==> config.mk <==
export PLATFORM = sky130hd
export DESIGN_NAME = ecnt_counter
export DESIGN_NICKNAME = d
export VERILOG_FILES = /design/src/design/ecnt_counter.v
export VERILOG_INCLUDE_DIRS = /design/src /design/src/design
export SDC_FILE = /design/constraint.sdc
export NUM_CORES = 1
export LEC_CHECK = 0
export BUFFER_PORTS_ARGS = -buffer_cell sky130_fd_sc_hd__buf_4
export CAP_MARGIN = 20
export CORE_AREA = 2 2 121 170
export DETAILED_ROUTE_END_ITERATION = 8
export DIE_AREA = 0 0 123 172
export SLEW_MARGIN = 40
export SYNTH_ARGS = -nofsm -noshare
export SYNTH_HDL_FRONTEND = slang
export SYNTH_SLANG_ARGS = --single-unit
==> constraint.sdc <==
create_clock -name clk -period 5.2 [get_ports clk]
set_input_delay 0 -clock clk [delete_from_list [all_inputs] [get_ports clk]]
set_output_delay 0 -clock clk [all_outputs]
set_load 0.05 [all_outputs]
==> src/design/ecnt_defines.vh <==
// Constants for the event up/down counter block
`ifndef ECNT_DEFINES_VH
`define ECNT_DEFINES_VH

// Variant codes
`define ECNT_MODE_UP       2'h0
`define ECNT_MODE_DOWN     2'h1
`define ECNT_MODE_BOTH     2'h2

// Register byte offsets
`define ECNT_OFF_CTRL      12'h000
`define ECNT_OFF_UPPER     12'h004
`define ECNT_OFF_START     12'h008
`define ECNT_OFF_COUNT     12'h00c
`define ECNT_OFF_STAT      12'h010

// Control field positions
`define ECNT_CTRL_UP_AUTO  0
`define ECNT_CTRL_ZR_AUTO  1
`define ECNT_CTRL_CLR_LONG 2
`define ECNT_CTRL_LD_LONG  3

// Reset values
`define ECNT_RST_CTRL      4'h0
`define ECNT_RST_UPPER     16'hffff
`define ECNT_RST_START     16'h0001

// Timing: pulse limits in ms and clock rate in kHz
`define ECNT_T_MIN_SHORT_MS 32'h64
`define ECNT_T_MIN_LONG_MS  32'h15e
`define ECNT_T_MAX_MS       32'h7530
`define ECNT_CLK_KHZ        32'h186a0

`endif

==> src/design/ecnt_counter.v <==
// Event up/down counter with pulse-checked clear and load, APB slave
`timescale 1ns/1ps
`include "ecnt_defines.vh"

// Pulse width checker: flags a low-high-low pulse inside a window
module ecnt_pulse
#(
    parameter [31:0] MIN_SHORT = 32'h1,
    parameter [31:0] MIN_LONG  = 32'h1,
    parameter [31:0] MAX_CYC   = 32'h1
)
(
    input  wire        clk,
    input  wire        rst,
    input  wire        sig,
    input  wire        long_sel,
    output reg         valid
);
    reg        sig_q;
    reg [31:0] width_q;
    wire [31:0] min_cyc;
    wire        fall;
    wire        long_enough;
    wire        short_enough;

    assign min_cyc = long_sel ? MIN_LONG : MIN_SHORT;
    assign fall    = sig_q & ~sig;

    // Width window, both ends inclusive
    assign long_enough  = (width_q >= min_cyc);
    assign short_enough = (width_q <= MAX_CYC);

    // High-time counter, saturating
    always @(posedge clk)
    begin
        if (rst)
        begin
            sig_q   <= 1'b0;
            width_q <= 32'h0;
            valid   <= 1'b0;
        end
        else
        begin
            sig_q <= sig;
            if (sig && !sig_q)
                width_q <= 32'h1;
            else if (sig && width_q != 32'hffffffff)
                width_q <= width_q + 32'h1;
            // Accept only widths inside the window
            valid <= fall && long_enough && short_enough;
        end
    end
endmodule

// Rising edge detector, disabled for a variant that ignores the input
module ecnt_edge
#(
    parameter ENABLE = 1
)
(
    input  wire        clk,
    input  wire        rst,
    input  wire        sig,
    output wire        rise
);
    reg        sig_q;

    // Idle level after reset is low, so an input already high after reset gives an edge
    always @(posedge clk)
    begin
        if (rst)
            sig_q <= 1'b0;
        else
            sig_q <= sig;
    end

    assign rise = (ENABLE != 0) && sig && !sig_q;
endmodule

// Sixteen-bit register with byte-lane writes
module ecnt_reg16
#(
    parameter [15:0] RST_VAL = 16'h0
)
(
    input  wire        clk,
    input  wire        rst,
    input  wire        we,
    input  wire [1:0]  strb,
    input  wire [15:0] wdata,
    output reg  [15:0] q
);
    // Each byte lane written only when its strobe is set
    always @(posedge clk)
    begin
        if (rst)
            q <= RST_VAL;
        else if (we)
        begin
            if (strb[0])
                q[7:0] <= wdata[7:0];
            if (strb[1])
                q[15:8] <= wdata[15:8];
        end
    end
endmodule

// Counter core with register file
module ecnt_counter
#(
    parameter [1:0]  MODE      = `ECNT_MODE_BOTH,
    parameter        CNT_W     = 16,
    parameter [31:0] MIN_SHORT = `ECNT_T_MIN_SHORT_MS * `ECNT_CLK_KHZ,
    parameter [31:0] MIN_LONG  = `ECNT_T_MIN_LONG_MS * `ECNT_CLK_KHZ,
    parameter [31:0] MAX_CYC   = `ECNT_T_MAX_MS * `ECNT_CLK_KHZ
)
(
    input  wire        clk,
    input  wire        rst,
    input  wire        psel,
    input  wire        penable,
    input  wire        pwrite,
    input  wire [11:0] paddr,
    input  wire [31:0] pwdata,
    input  wire [3:0]  pstrb,
    output reg  [31:0] prdata,
    output wire        pready,
    output wire        pslverr,
    input  wire        up_in,
    input  wire        down_in,
    input  wire        clr_in,
    input  wire        load_in,
    output reg         upper_out,
    output reg         lower_out
);
    reg  [3:0]       ctrl_q;
    wire [CNT_W-1:0] upper_q;
    wire [CNT_W-1:0] start_q;
    reg  [CNT_W-1:0] cnt_q;
    reg  [CNT_W-1:0] cnt_d;
    reg              upper_d;
    reg              lower_d;
    reg              hit;
    wire             up_edge;
    wire             down_edge;
    wire             clr_ok;
    wire             ld_ok;
    wire             wr;
    wire             mapped;
    wire             up_auto;
    wire             zr_auto;

    // Register selects
    wire             sel_ctrl;
    wire             sel_upper;
    wire             sel_start;
    wire             sel_count;
    wire             sel_stat;

    // Read path
    reg  [31:0]      rdata_d;

    assign up_auto = ctrl_q[`ECNT_CTRL_UP_AUTO];
    assign zr_auto = ctrl_q[`ECNT_CTRL_ZR_AUTO];

    // Edge detection per variant
    ecnt_edge
    #(
        .ENABLE (MODE != `ECNT_MODE_DOWN)
    )
    u_up
    (
        .clk  (clk),
        .rst  (rst),
        .sig  (up_in),
        .rise (up_edge)
    );

    ecnt_edge
    #(
        .ENABLE (MODE != `ECNT_MODE_UP)
    )
    u_down
    (
        .clk  (clk),
        .rst  (rst),
        .sig  (down_in),
        .rise (down_edge)
    );

    // Clear pulse checker
    ecnt_pulse
    #(
        .MIN_SHORT (MIN_SHORT),
        .MIN_LONG  (MIN_LONG),
        .MAX_CYC   (MAX_CYC)
    )
    u_clr
    (
        .clk      (clk),
        .rst      (rst),
        .sig      (clr_in),
        .long_sel (ctrl_q[`ECNT_CTRL_CLR_LONG]),
        .valid    (clr_ok)
    );

    // Load pulse checker
    ecnt_pulse
    #(
        .MIN_SHORT (MIN_SHORT),
        .MIN_LONG  (MIN_LONG),
        .MAX_CYC   (MAX_CYC)
    )
    u_ld
    (
        .clk      (clk),
        .rst      (rst),
        .sig      (load_in),
        .long_sel (ctrl_q[`ECNT_CTRL_LD_LONG]),
        .valid    (ld_ok)
    );

    // Next count and threshold outputs
    always @*
    begin
        cnt_d   = cnt_q;
        hit     = 1'b0;
        if (clr_ok)
        begin
            cnt_d = {CNT_W{1'b0}};
            hit   = 1'b1;
        end
        else if (ld_ok)
        begin
            cnt_d = start_q;
            hit   = 1'b1;
        end
        else if (up_auto && cnt_q == upper_q)
            cnt_d = {CNT_W{1'b0}};
        else if (zr_auto && cnt_q == {CNT_W{1'b0}})
            cnt_d = start_q;
        else if (up_edge && down_edge)
            hit = 1'b1;
        else if (up_edge && cnt_q != upper_q)
            cnt_d = cnt_q + {{(CNT_W-1){1'b0}}, 1'b1};
        else if (down_edge && cnt_q != {CNT_W{1'b0}})
            cnt_d = cnt_q - {{(CNT_W-1){1'b0}}, 1'b1};
        upper_d = !hit && (cnt_d == upper_q);
        lower_d = !hit && (cnt_d == {CNT_W{1'b0}});
    end

    // Counter state
    always @(posedge clk)
    begin
        if (rst)
        begin
            cnt_q     <= {CNT_W{1'b0}};
            upper_out <= 1'b0;
            lower_out <= 1'b0;
        end
        else
        begin
            cnt_q     <= cnt_d;
            upper_out <= upper_d;
            lower_out <= lower_d;
        end
    end

    // Offset decode
    assign sel_ctrl  = (paddr == `ECNT_OFF_CTRL);
    assign sel_upper = (paddr == `ECNT_OFF_UPPER);
    assign sel_start = (paddr == `ECNT_OFF_START);
    assign sel_count = (paddr == `ECNT_OFF_COUNT);
    assign sel_stat  = (paddr == `ECNT_OFF_STAT);
    assign mapped    = sel_ctrl || sel_upper || sel_start || sel_count
                       || sel_stat;

    // APB handshake, zero wait states
    assign pready  = 1'b1;
    assign pslverr = psel && penable && !mapped;
    assign wr      = psel && penable && pwrite;

    // Control register, lane 0 only
    always @(posedge clk)
    begin
        if (rst)
            ctrl_q <= `ECNT_RST_CTRL;
        else if (wr && sel_ctrl && pstrb[0])
            ctrl_q <= pwdata[3:0];
    end

    // Upper threshold register
    ecnt_reg16
    #(
        .RST_VAL (`ECNT_RST_UPPER)
    )
    u_upper
    (
        .clk   (clk),
        .rst   (rst),
        .we    (wr && sel_upper),
        .strb  (pstrb[1:0]),
        .wdata (pwdata[15:0]),
        .q     (upper_q)
    );

    // Start value register
    ecnt_reg16
    #(
        .RST_VAL (`ECNT_RST_START)
    )
    u_start
    (
        .clk   (clk),
        .rst   (rst),
        .we    (wr && sel_start),
        .strb  (pstrb[1:0]),
        .wdata (pwdata[15:0]),
        .q     (start_q)
    );

    // Read multiplexer
    always @*
    begin
        case (paddr)
            `ECNT_OFF_CTRL:  rdata_d = {28'h0, ctrl_q};
            `ECNT_OFF_UPPER: rdata_d = {16'h0, upper_q};
            `ECNT_OFF_START: rdata_d = {16'h0, start_q};
            `ECNT_OFF_COUNT: rdata_d = {16'h0, cnt_q};
            `ECNT_OFF_STAT:  rdata_d = {30'h0, lower_out, upper_out};
            default:         rdata_d = 32'h0;
        endcase
    end

    // Read data, registered at the setup cycle
    always @(posedge clk)
    begin
        if (rst)
            prdata <= 32'h0;
        else if (psel && !penable && !pwrite)
            prdata <= rdata_d;
    end
endmodule

; Yosys cells after proc, flatten, opt, wreduce, memory -nomap -nowiden
; Cells that the tools add are included.
[word_totals]
inputBits = 57
output_inout_bits = 36
elab_cells = 109
reg_bits = 156
[op_classes]
n_bitwise = 4
n_mux = 19
reduce_logical = 50
magnitude_cmp = 4
n_addsub = 4
n_eq_ne = 9
[ops]
columns = operator, n
row1 = two-way mux 16 bit, 7
row2 = case mux 16 bit (5 select lines), 1
row3 = adder 32 x 1 -> 32 bit (second input constant), 2
row4 = greater-or-equal comparator 32 x 26 -> 1 bit, 2
row5 = less-or-equal comparator 32 bit (second input constant), 2
row6 = inequality test 32 bit (second input constant), 2
row7 = two-way mux 26 bit, 2
row8 = == test 16 bit, 2
row9 = logical NOT 16 bit, 2
row10 = logical AND 1 bit, 26
row11 = == test 12 x 4 -> 1 bit (second input constant), 2
row12 = adder 16 x 1 -> 16 bit (second input constant), 1
row13 = inequality test 16 bit, 1
row14 = nonzero test 16 bit, 1
row15 = subtractor 16 x 1 -> 16 bit (second input constant), 1
row16 = == test 12 x 3 -> 1 bit (second input constant), 1
row17 = == test 12 x 5 -> 1 bit (second input constant), 1
row18 = logical NOT 12 bit, 1
row19 = two-way mux 1 bit, 9
row20 = logical NOT 1 bit, 8
row21 = AND reduction 2 bit, 4
row22 = logical OR 1 bit, 4
row23 = nonzero test 2 bit, 2
row24 = OR reduction 2 bit, 2
row25 = 2 further kinds, 4

; Longest topological paths before layout
; Gate-level depths: netlist of the first run.
[logic_depth]
word_depth = 12
mapped_depth = 14
mapped_depth_nobuf = 12

; Hierarchy
; Synthesis of the first run repeated with hierarchy kept, for this count alone.
[unflattened]
hier_cells = 1182
hier_area_um2 = 9545.4
[modules_own_cells]
columns = mod, seq_area_each_um2, area_per_inst_um2, instances, cells_per_inst
row1 = ecnt_pulse, 680.7, 2109.5, 2, 263
row2 = ecnt_counter, 760.7, 3870.0, 1, 524
row3 = ecnt_reg16 (u_start), 320.3, 738.2, 1, 73
row4 = ecnt_reg16 (u_upper), 320.3, 623.1, 1, 53
row5 = ecnt_edge, 20.0, 47.5, 2, 3

; Least setup slack after synthesis of the first run
; OpenSTA, ideal clock, no wires.
[synth_timing]
path_type = reg2reg
startpoint = register cnt_q[0]
endpoint = register upper_out
synth_period_minus_slack_ns = 2.889
arrival_ns = 2.828
required_ns = 5.139
path_buffers = 1
slack_ns = 2.311
path_stages_with_launch = 14
setup_ns = 0.061
cell_sequence = dfxtp_1 -> buf_2 -> inv_1 -> ha_1 -> nor4b_2 -> and4_1 -> nor2_1 -> a311oi_2 -> nand2_1 -> a21boi_1 -> and2_0 -> a221o_1 -> nor4_1 -> and4b_1
[synth_between]
elab_chain_len = 11
word_cells_on_any_way = 24
cone_classes = add/sub (2) / eq/ne (3) / mux (11) / reduce/logical (8)
[synth_rtl]
columns = item, line_no
row1 = start: declaration, ecnt_counter.v:139  ; reg [CNT_W-1:0] cnt_q;
row2 = start signal: assignment, ecnt_counter.v:257  ; cnt_q <= {CNT_W{1'b0}};
row3 = start signal: assignment, ecnt_counter.v:263  ; cnt_q <= cnt_d;
row4 = "parallel branches: the longest is 10 deep, another holds subtractor 16 x 1 -> 16 bit", n/a
row5 = logical AND 1 bit *, ecnt_counter.v:248  ; upper_d = !hit && (cnt_d == upper_q);
row6 = end signal: assignment, ecnt_counter.v:264  ; upper_out <= upper_d;
row7 = end: declaration, ecnt_counter.v:133  ; output reg upper_out,
; Every way passes the cells marked *.
; A chain may end at the register's enable or synchronous reset.

; Final worst setup path of the first run
[layout_timing]
startpoint = register cnt_q[6]
endpoint = register lower_out
[layout_between]
elab_chain_len = 11
word_cells_on_any_way = 24
cone_classes = add/sub (2) / eq/ne (2) / mux (11) / reduce/logical (9)
[layout_rtl]
columns = item, line_no
row1 = "parallel branches: the longest is 10 deep, another holds subtractor 16 x 1 -> 16 bit", n/a
row2 = logical AND 1 bit *, ecnt_counter.v:249  ; lower_d = !hit && (cnt_d == {CNT_W{1'b0}});
row3 = end signal: assignment, ecnt_counter.v:265  ; lower_out <= lower_d;
row4 = end: declaration, ecnt_counter.v:134  ; output reg lower_out
; Marks and branches as above.

==> flow_metrics.env, run 1 <==
export IMPL_vias=8142
export IMPL_outcome="completed"
export IMPL_clock_latency_ns=0.43
export IMPL_portBuffers=57
export IMPL_preCtsSetupSlack_ns=1.498
export IMPL_arrival_ns=4.13
export IMPL_grt_ovfl_total=0
export IMPL_die_x_um=123
export IMPL_yosys_warnings=0
export IMPL_syn_area_um2=8711
export IMPL_dp_hpwl_mm=19.10
export IMPL_ctsHoldBuffers=24
export IMPL_slew_headroom_pct=45.27
export IMPL_period_minus_slack_ns=3.807
export IMPL_cts_buffers=17
export IMPL_cpPeakStageDelay_ns=0.67
export IMPL_p_leak_nw=3.664
export IMPL_grt_max_degree=71
export IMPL_cts_max_path_buffers=2
export IMPL_total_power_mw=3.662
export IMPL_grt_pass1_vias=7773
export IMPL_end_kind="flip-flop"
export IMPL_syn_inst=1089
export IMPL_place_area_um2=9135
export IMPL_core_um2=19690
export IMPL_switching_share_pct=37.31
export IMPL_synthDistinctLibCells=86
export IMPL_fin_setup_tns_ns=0
export IMPL_cpMaxStageDelayCell="and4_1"
export IMPL_drive_gt1_share_pct=11.62
export IMPL_final_hold_viol_count=0
export IMPL_synth_seq_cells=140
export IMPL_rsz0062_at_grt="no"
export IMPL_area_growth_pct=14.48
export IMPL_finalWeightedCongestion=0.9666
export IMPL_cts_setup_buffers=0
export IMPL_synthFlopType="dfxtp_1"
export IMPL_cts_tree="built"
export IMPL_synth_edf_count=0
export IMPL_cp_max_fo=14
export IMPL_p_int_mw=2.295
export IMPL_timing_final_crit_share_pct=73.21
export IMPL_drt_antenna_violating_nets=0
export IMPL_clk_pin_slew_ns=0.06
export IMPL_critPathKind="flip-flop to flip-flop"
export IMPL_clock_sinks=140
export IMPL_async_flop_share_pct=0
export IMPL_layout_nets=1214
export IMPL_crit_chain="xor2_1 > nor4_1 > and4_1 > and2_1 > o21ai_0 > a22oi_1 > o21ai_0 > or4_1 > nor4_1"
export IMPL_route_detailed_drc=0
export IMPL_fmax_mhz=262.7
export IMPL_vdd_drop_max_uv=251.3
export IMPL_grt_pass1_wl_mm=40.57
export IMPL_whs_ns=0.1247
export IMPL_fin_area_um2=9972
export IMPL_pwr_share_clk_pct=32.9
export IMPL_ios=93
export IMPL_antenna_cells=0
export IMPL_cp_data_required_time_ns=5.52
export IMPL_die_area_um2=21160
export IMPL_cts_root_buf="clkbuf_16"
export IMPL_finalMaxSlewViolations=0
export IMPL_timing_final_ws_setup_ns=1.393
export IMPL_htreeDepth=4
export IMPL_final_common_cell="nor2_1"
export IMPL_maxCapViolCount=0
export IMPL_p_comb_share_pct=32.1
export IMPL_tightest_slew_ns=0.8146
export IMPL_die_height_um=172
export IMPL_rows=61
export IMPL_worst_clock_skew_ns=0.01190
export IMPL_dr_pass1_iters=6
export IMPL_setup_viol_count_final=0
export IMPL_powerDensity_nw_per_um2=367.2
export IMPL_drtIter0Drc=555
export IMPL_grt_total_usage_pct=24.71
export IMPL_cts_resized=0
export IMPL_switching_power_mw=1.366
export IMPL_seq_power_share_pct=35.0
export IMPL_hold_class="input port to flip-flop"
export IMPL_final_cell_mix="nor2_1, dfxtp_1, nand2_1"
export IMPL_seq_area_frac_synth_pct=32.17
export IMPL_vias_per_cell=5.828
export IMPL_routed_wl_mm=25.58
export IMPL_start_util_pct=44.24
export IMPL_antenna_found_initial=0
export IMPL_setup_worst_path_start_class="flip-flop"
export IMPL_avgSynthCellArea_um2=7.999
export IMPL_wl_per_cell_um=18.31
[area by class of cell]
cell class	instances	area [µm²]
clock buffers	17	425.4
clock inverters	15	160.2
fillers	1985	9719
inverters	37	138.9
multi-input cells	848	5408
flip-flops and latches	140	2804
well taps	252	315.3
repair buffers	88	720.7
[power by group through the flow]
stage	Sequential (mW)	Clock, mW	Combinational (mW)
6_report	1.28	1.20	1.18
5_1_grt	1.28	1.28	1.27
4_1_cts	1.28	1.24	1.15
3_5_place_dp	1.30	0	1.13
3_3_place_gp	1.30	0	1.13
2_1_floorplan	1.20	0	0.950
[per-layer routing]
layer | up-vias | global-route usage, % | part of all wire, %
li1 | 3973 | - | -
met1 | 3828 | 28.22 | 40
met2 | 255 | 42.85 | 50
met3 | 86 | 4.551 | 4.3
met4 | 0 | 13.98 | 5.3
met5 | - | 0 | 0
[registers in the layout, indices dropped and copies added (netlist names)]
register and count:
cnt_q 16, ctrl_q 4, lower_out 1, prdata 16, u_clr.sig_q 1, u_clr.valid 1
u_clr.width_q 32, u_down.sig_q 1, u_ld.sig_q 1, u_ld.valid 1, u_ld.width_q 32, u_start.q 16
u_up.sig_q 1, u_upper.q 16, upper_out 1
[synthesized netlist by cell type, types with 4 or more instances]
master / count / area (µm²)
nand2b_1: 5 / 31.28
mux2i_1: 26 / 260.3
a211o_1: 19 / 166.4
nand4_1: 23 / 143.9
o22ai_1: 6 / 37.54
buf_2: 8 / 40.04
xnor2_1: 31 / 271.5
nand3_1: 60 / 300.3
a22o_1: 13 / 113.9
a311oi_1: 5 / 43.79
o211ai_1: 6 / 45.04
buf_6: 5 / 56.30
o31a_1: 4 / 35.03
and2_1: 12 / 75.07
nor2b_1: 22 / 137.6
nor3_1: 38 / 190.2
or3_1: 8 / 50.05
a22oi_1: 13 / 97.59
inv_1: 37 / 138.9
mux2_2: 9 / 101.4
or4_1: 8 / 60.06
clkbuf_1: 40 / 150.1
and3_1: 25 / 156.4
dfxtp_1: 140 / 2803
buf_4: 22 / 165.2
a21oi_1: 41 / 205.2
xor2_1: 55 / 481.7
a31oi_1: 8 / 50.05
nor2_1: 145 / 544.3
nor4_1: 24 / 150.1
and4_1: 9 / 78.83
nor4b_1: 6 / 52.55
ha_1: 25 / 312.8
o21ai_0: 33 / 165.2
nand2_1: 79 / 296.5
[worst max-delay path, delay by kind of cell (launching register included)]
kind / cells / cell delay (ns)
AND/OR/NAND/NOR: 5 / 2.10
XOR/XNOR: 1 / 0.13
flip-flops: 1 / 0.59
AO/OA/AOI/OAI: 3 / 0.89
[cells by family after synthesis]
family                     count (synthesis)  share of synthesized area, %
and+or+nand+nor                          491                         28.83
AOI/OAI and AO/OA                        194                         15.74
DFF                                      140                         32.17
buffers and inverters                    116                         6.779
xor gates and xnor gates                  86                         8.647
muxes                                     35                         4.151
adders and majority gates                 25                         3.591
other                                      2                       0.08621
[worst paths after layout]
path / from / to / slack (ns) / cells after the start
max: cnt_q[6] / lower_out / 1.39 / 9
min: paddr[4] / ctrl_q[3] / 0.12 / 4
max reg2reg: cnt_q[6] / lower_out / 1.39 / 9
min reg2reg: prdata[7] / prdata[7] / 0.46 / 2
[metrics by stage]
step / util, % / cells
after floorplan: - / 1104
after global placement: 46.30 / 1341
after detailed placement: 46.39 / 1341
after CTS: 50.58 / 1397
after global routing: 50.64 / 1397
final: 50.64 / 1397
No activity file was read; power rests on OpenSTA's default activity.
==> run 2, diff against run 1 <==
--- a/config.mk
+++ b/config.mk
@@ -6,11 +6,12 @@
 export SDC_FILE = /design/constraint.sdc
 export NUM_CORES = 1
 export LEC_CHECK = 0
+export ABC_AREA = 1
 export BUFFER_PORTS_ARGS = -buffer_cell sky130_fd_sc_hd__buf_4
 export CAP_MARGIN = 20
-export CORE_AREA = 2 2 121 170
+export CORE_AREA = 2 2 128 179
 export DETAILED_ROUTE_END_ITERATION = 8
-export DIE_AREA = 0 0 123 172
+export DIE_AREA = 0 0 130 181
 export SLEW_MARGIN = 40
 export SYNTH_ARGS = -nofsm -noshare
 export SYNTH_HDL_FRONTEND = slang
==> constraint.sdc (replaced) <==
create_clock -name clk -period 3.43 [get_ports clk]
set_input_delay 0 -clock clk [delete_from_list [all_inputs] [get_ports clk]]
set_output_delay 0 -clock clk [all_outputs]
set_load 0.05 [all_outputs]
==> flow_metrics.env, run 2 <==
export IMPL_outcome="completed"
export IMPL_clock_sinks=140
export IMPL_final_hold_viol_count=0
export IMPL_register_area_um2=2803
export IMPL_yosys_warnings=0
export IMPL_clock_latency_ns=0.43
export IMPL_cpMaxStageDelayCell="dfxtp_1"
export IMPL_place_area_um2=10310
export IMPL_netlist_top_cells_area="dfxtp_1, nand2_1, nor2_1"
export IMPL_tightest_slew_ns=0.7848
export IMPL_finalMaxSlewViolations=0
export IMPL_drtIter0Drc=522
export IMPL_endpoint="upper_out"
export IMPL_synth_edf_count=0
export IMPL_maxCapViolCount=0
export IMPL_ios=93
export IMPL_yosysTopAreaCell="dfxtp_1"
export IMPL_vias_per_cell=5.219
export IMPL_start_util_pct=44.33
export IMPL_fin_area_um2=11180
export IMPL_timing_final_crit_share_pct=83.37
export IMPL_setup_worst_path_start_class="flip-flop"
export IMPL_dp_hpwl_mm=23.54
export IMPL_fin_setup_tns_ns=0
export IMPL_cts_buffers=17
export IMPL_synth_commonest_cells="nand2_1, nor2_1, inv_1"
export IMPL_htreeDepth=4
export IMPL_clk_pin_slew_ns=0.06
export IMPL_syn_inst=1578
export IMPL_synthDistinctLibCells=54
export IMPL_area_growth_pct=15.32
export IMPL_antenna_cells=0
export IMPL_die_area_um2=23530
export IMPL_crit_start="cnt_q[0]"
export IMPL_cts_root_buf="clkbuf_16"
export IMPL_vdd_drop_max_uv=312.8
export IMPL_die_x_um=130
export IMPL_fmax_mhz=349.7
export IMPL_powerDensity_nw_per_um2=386.2
export IMPL_antenna_found_initial=0
export IMPL_avgSynthCellArea_um2=6.142
export IMPL_vias=10260
export IMPL_synth_most_common_cell="nand2_1"
export IMPL_grt_pass1_wl_mm=48.77
export IMPL_rsz0062_at_grt="no"
export IMPL_setup_viol_count_final=0
export IMPL_cp_max_fo=9
export IMPL_rr_endpoint="upper_out"
export IMPL_multiInputGateArea_um2=5854
export IMPL_cts_max_path_buffers=2
export IMPL_stdcell_count=1966
export IMPL_seq_area_frac_synth_pct=28.92
export IMPL_async_flop_share_pct=0
export IMPL_r2r_slack_ns=0.57
export IMPL_utilization_pct=51.13
export IMPL_reg2reg_depth=22
export IMPL_cp_common_cell="nand2_1"
export IMPL_cts_tree="built"
export IMPL_drt_antenna_violating_nets=0
export IMPL_slew_headroom_pct=47.61
export IMPL_dp_cells=1907
export IMPL_final_common_cell="nand2_1"
export IMPL_layout_nets=1738
export IMPL_cp_top_family="simple AND/OR/NAND/NOR gates"
export IMPL_synth_seq_cells=140
export IMPL_synth_top_area_share_pct=28.92
export IMPL_critical_path_depth=22
export IMPL_end_kind="flip-flop"
export IMPL_grt_pass1_vias=9515
export IMPL_grt_max_degree=59
export IMPL_r2r_start="cnt_q[0]"
export IMPL_grt_ovfl_total=0
export IMPL_dr_pass1_iters=5
export IMPL_wl_per_cell_um=15.53
export IMPL_cp_num_buf_inv=2
export IMPL_reg_largest_list="u_clr.width_q: 32 flops, u_ld.width_q: 32 flops"
export IMPL_hold_class="input port to flip-flop"
export IMPL_drive_gt1_share_pct=9.766
export IMPL_rows=64
export IMPL_worst_clock_skew_ns=0.007563
export IMPL_cpPeakStageDelay_ns=0.48
export IMPL_crit_chain="inv_2 > ha_1 > nand2_1 > nor2_1 > a21boi_2 > buf_4 > nand2_1 > nand2_1 > nand2_1 > nand2_1 > nand2_1 > nand2_1 > nand2_1 > nand2_1 > nand2_1 > nand2_1 > nand2_1 > nand2_1 > nand2_1 > nor2_1 > nand2_1 > nor2_1"
export IMPL_die_height_um=181
export IMPL_critPathKind="flip-flop to flip-flop"
export IMPL_portBuffers=57
export IMPL_core_um2=21860
export IMPL_period_minus_slack_ns=2.859
export IMPL_total_power_mw=4.317
export IMPL_finalWeightedCongestion=0.9503
export IMPL_cp_data_required_time_ns=3.78
export IMPL_routed_wl_mm=30.53
export IMPL_final_cell_mix="nand2_1, nor2_1, inv_1"
export IMPL_synthFlopType="dfxtp_1"
export IMPL_syn_area_um2=9692
export IMPL_grt_total_usage_pct=26.34
export IMPL_fill_cells=2339
export IMPL_p_leak_nw=4.979
export IMPL_arrival_ns=3.21
export IMPL_route_detailed_drc=0
==> run 2: changes by cell type after synthesis, moves of 23 or more <==
| cell | before | now |
|---|---|---|
| nand3_1 | 60 | 113 |
| a21oi_1 | 41 | 80 |
| nand2_1 | 79 | 497 |
| xnor2_1 | 31 | 5 |
| inv_1 | 37 | 170 |
| nor2_1 | 145 | 199 |
| mux2i_1 | 26 | 0 |
| xor2_1 | 55 | 32 |
==> run 2: final cells by class <==
cell class / count / area share, %
clock inverter: 12 / 1.198
clock buffer: 20 / 4.086
tap: 297 / 3.325
multi-input combinational: 1207 / 52.38
inverter: 184 / 6.213
timing repair buffer: 106 / 7.724
sequential: 140 / 25.08
==> run 2: stage by stage <==
| step | setup slack, ns | hold WS [ns] |
|---|---|---|
| after global routing | 0.2699 | 0.06278 |
| after global placement | 0.6534 | 0.2170 |
| final | 0.5705 | 0.03981 |
| after CTS | 0.5884 | 0.03583 |
| after detailed placement | 0.6137 | 0.2261 |
| after floorplan | 1.226 | 0.1249 |
==> run 2: worst min path at each step <==
| stage | end | from | depth (start not counted) | slack (ns) |
|---|---|---|---|---|
| detailed placement | u_down.sig_q | down_in | 3 | 0.23 |
| global route | u_upper.q[12] | pstrb[1] | 5 | 0.06 |
| CTS | prdata[0] | paddr[6] | 6 | 0.04 |
| global placement | u_down.sig_q | down_in | 3 | 0.22 |
| finish | u_upper.q[12] | pstrb[1] | 5 | 0.04 |
| floorplan | u_down.sig_q | down_in | 2 | 0.12 |
==> run 2: power breakdown <==
| group | switching (mW) | internal (mW) | total [mW] |
|---|---|---|---|
| registers | 0.0525 | 1.66 | 1.71 |
| clock network | 0.761 | 1.12 | 1.88 |
| logic | 0.493 | 0.239 | 0.732 |
==> run 2: tightest hold or removal path, cell delays in order <==
cell and delay, ns:
buf_4 0.11, inv_1 0.05, nor2_2 0.10, nand3_1 0.10
nand3_1 0.05
==> run 2: metal layers <==
metal	up-vias	GRT usage (%)	share of wire [%]
met5	-	0	0
li1	5246	-	-
met3	81	3.020	3.4
met4	0	12.90	4.6
met2	247	47.25	51
met1	4686	30.42	41
==> run 2: kinds of logic (layout without fill, tap and decap cells) <==
group                      Yosys count  after routing  share of synthesized area (%)
and+or+nand+nor                    931            931                          40.91
buffers and inverters              246            322                          11.40
AOI/OAI and AO/OA                  197            197                          12.12
DFF                                140            140                          28.92
xor gates and xnor gates            37             37                          3.344
adders and majority gates           25             25                          3.227
other                                2             17                        0.07749
==> run 2: repair_timing <==
item                                   CTS  global route
setup buffers                            0             0
endpoints found under the hold margin   53             0
hold buffers                            27             0
resized for setup                        0             0
setup endpoints to repair                0             0
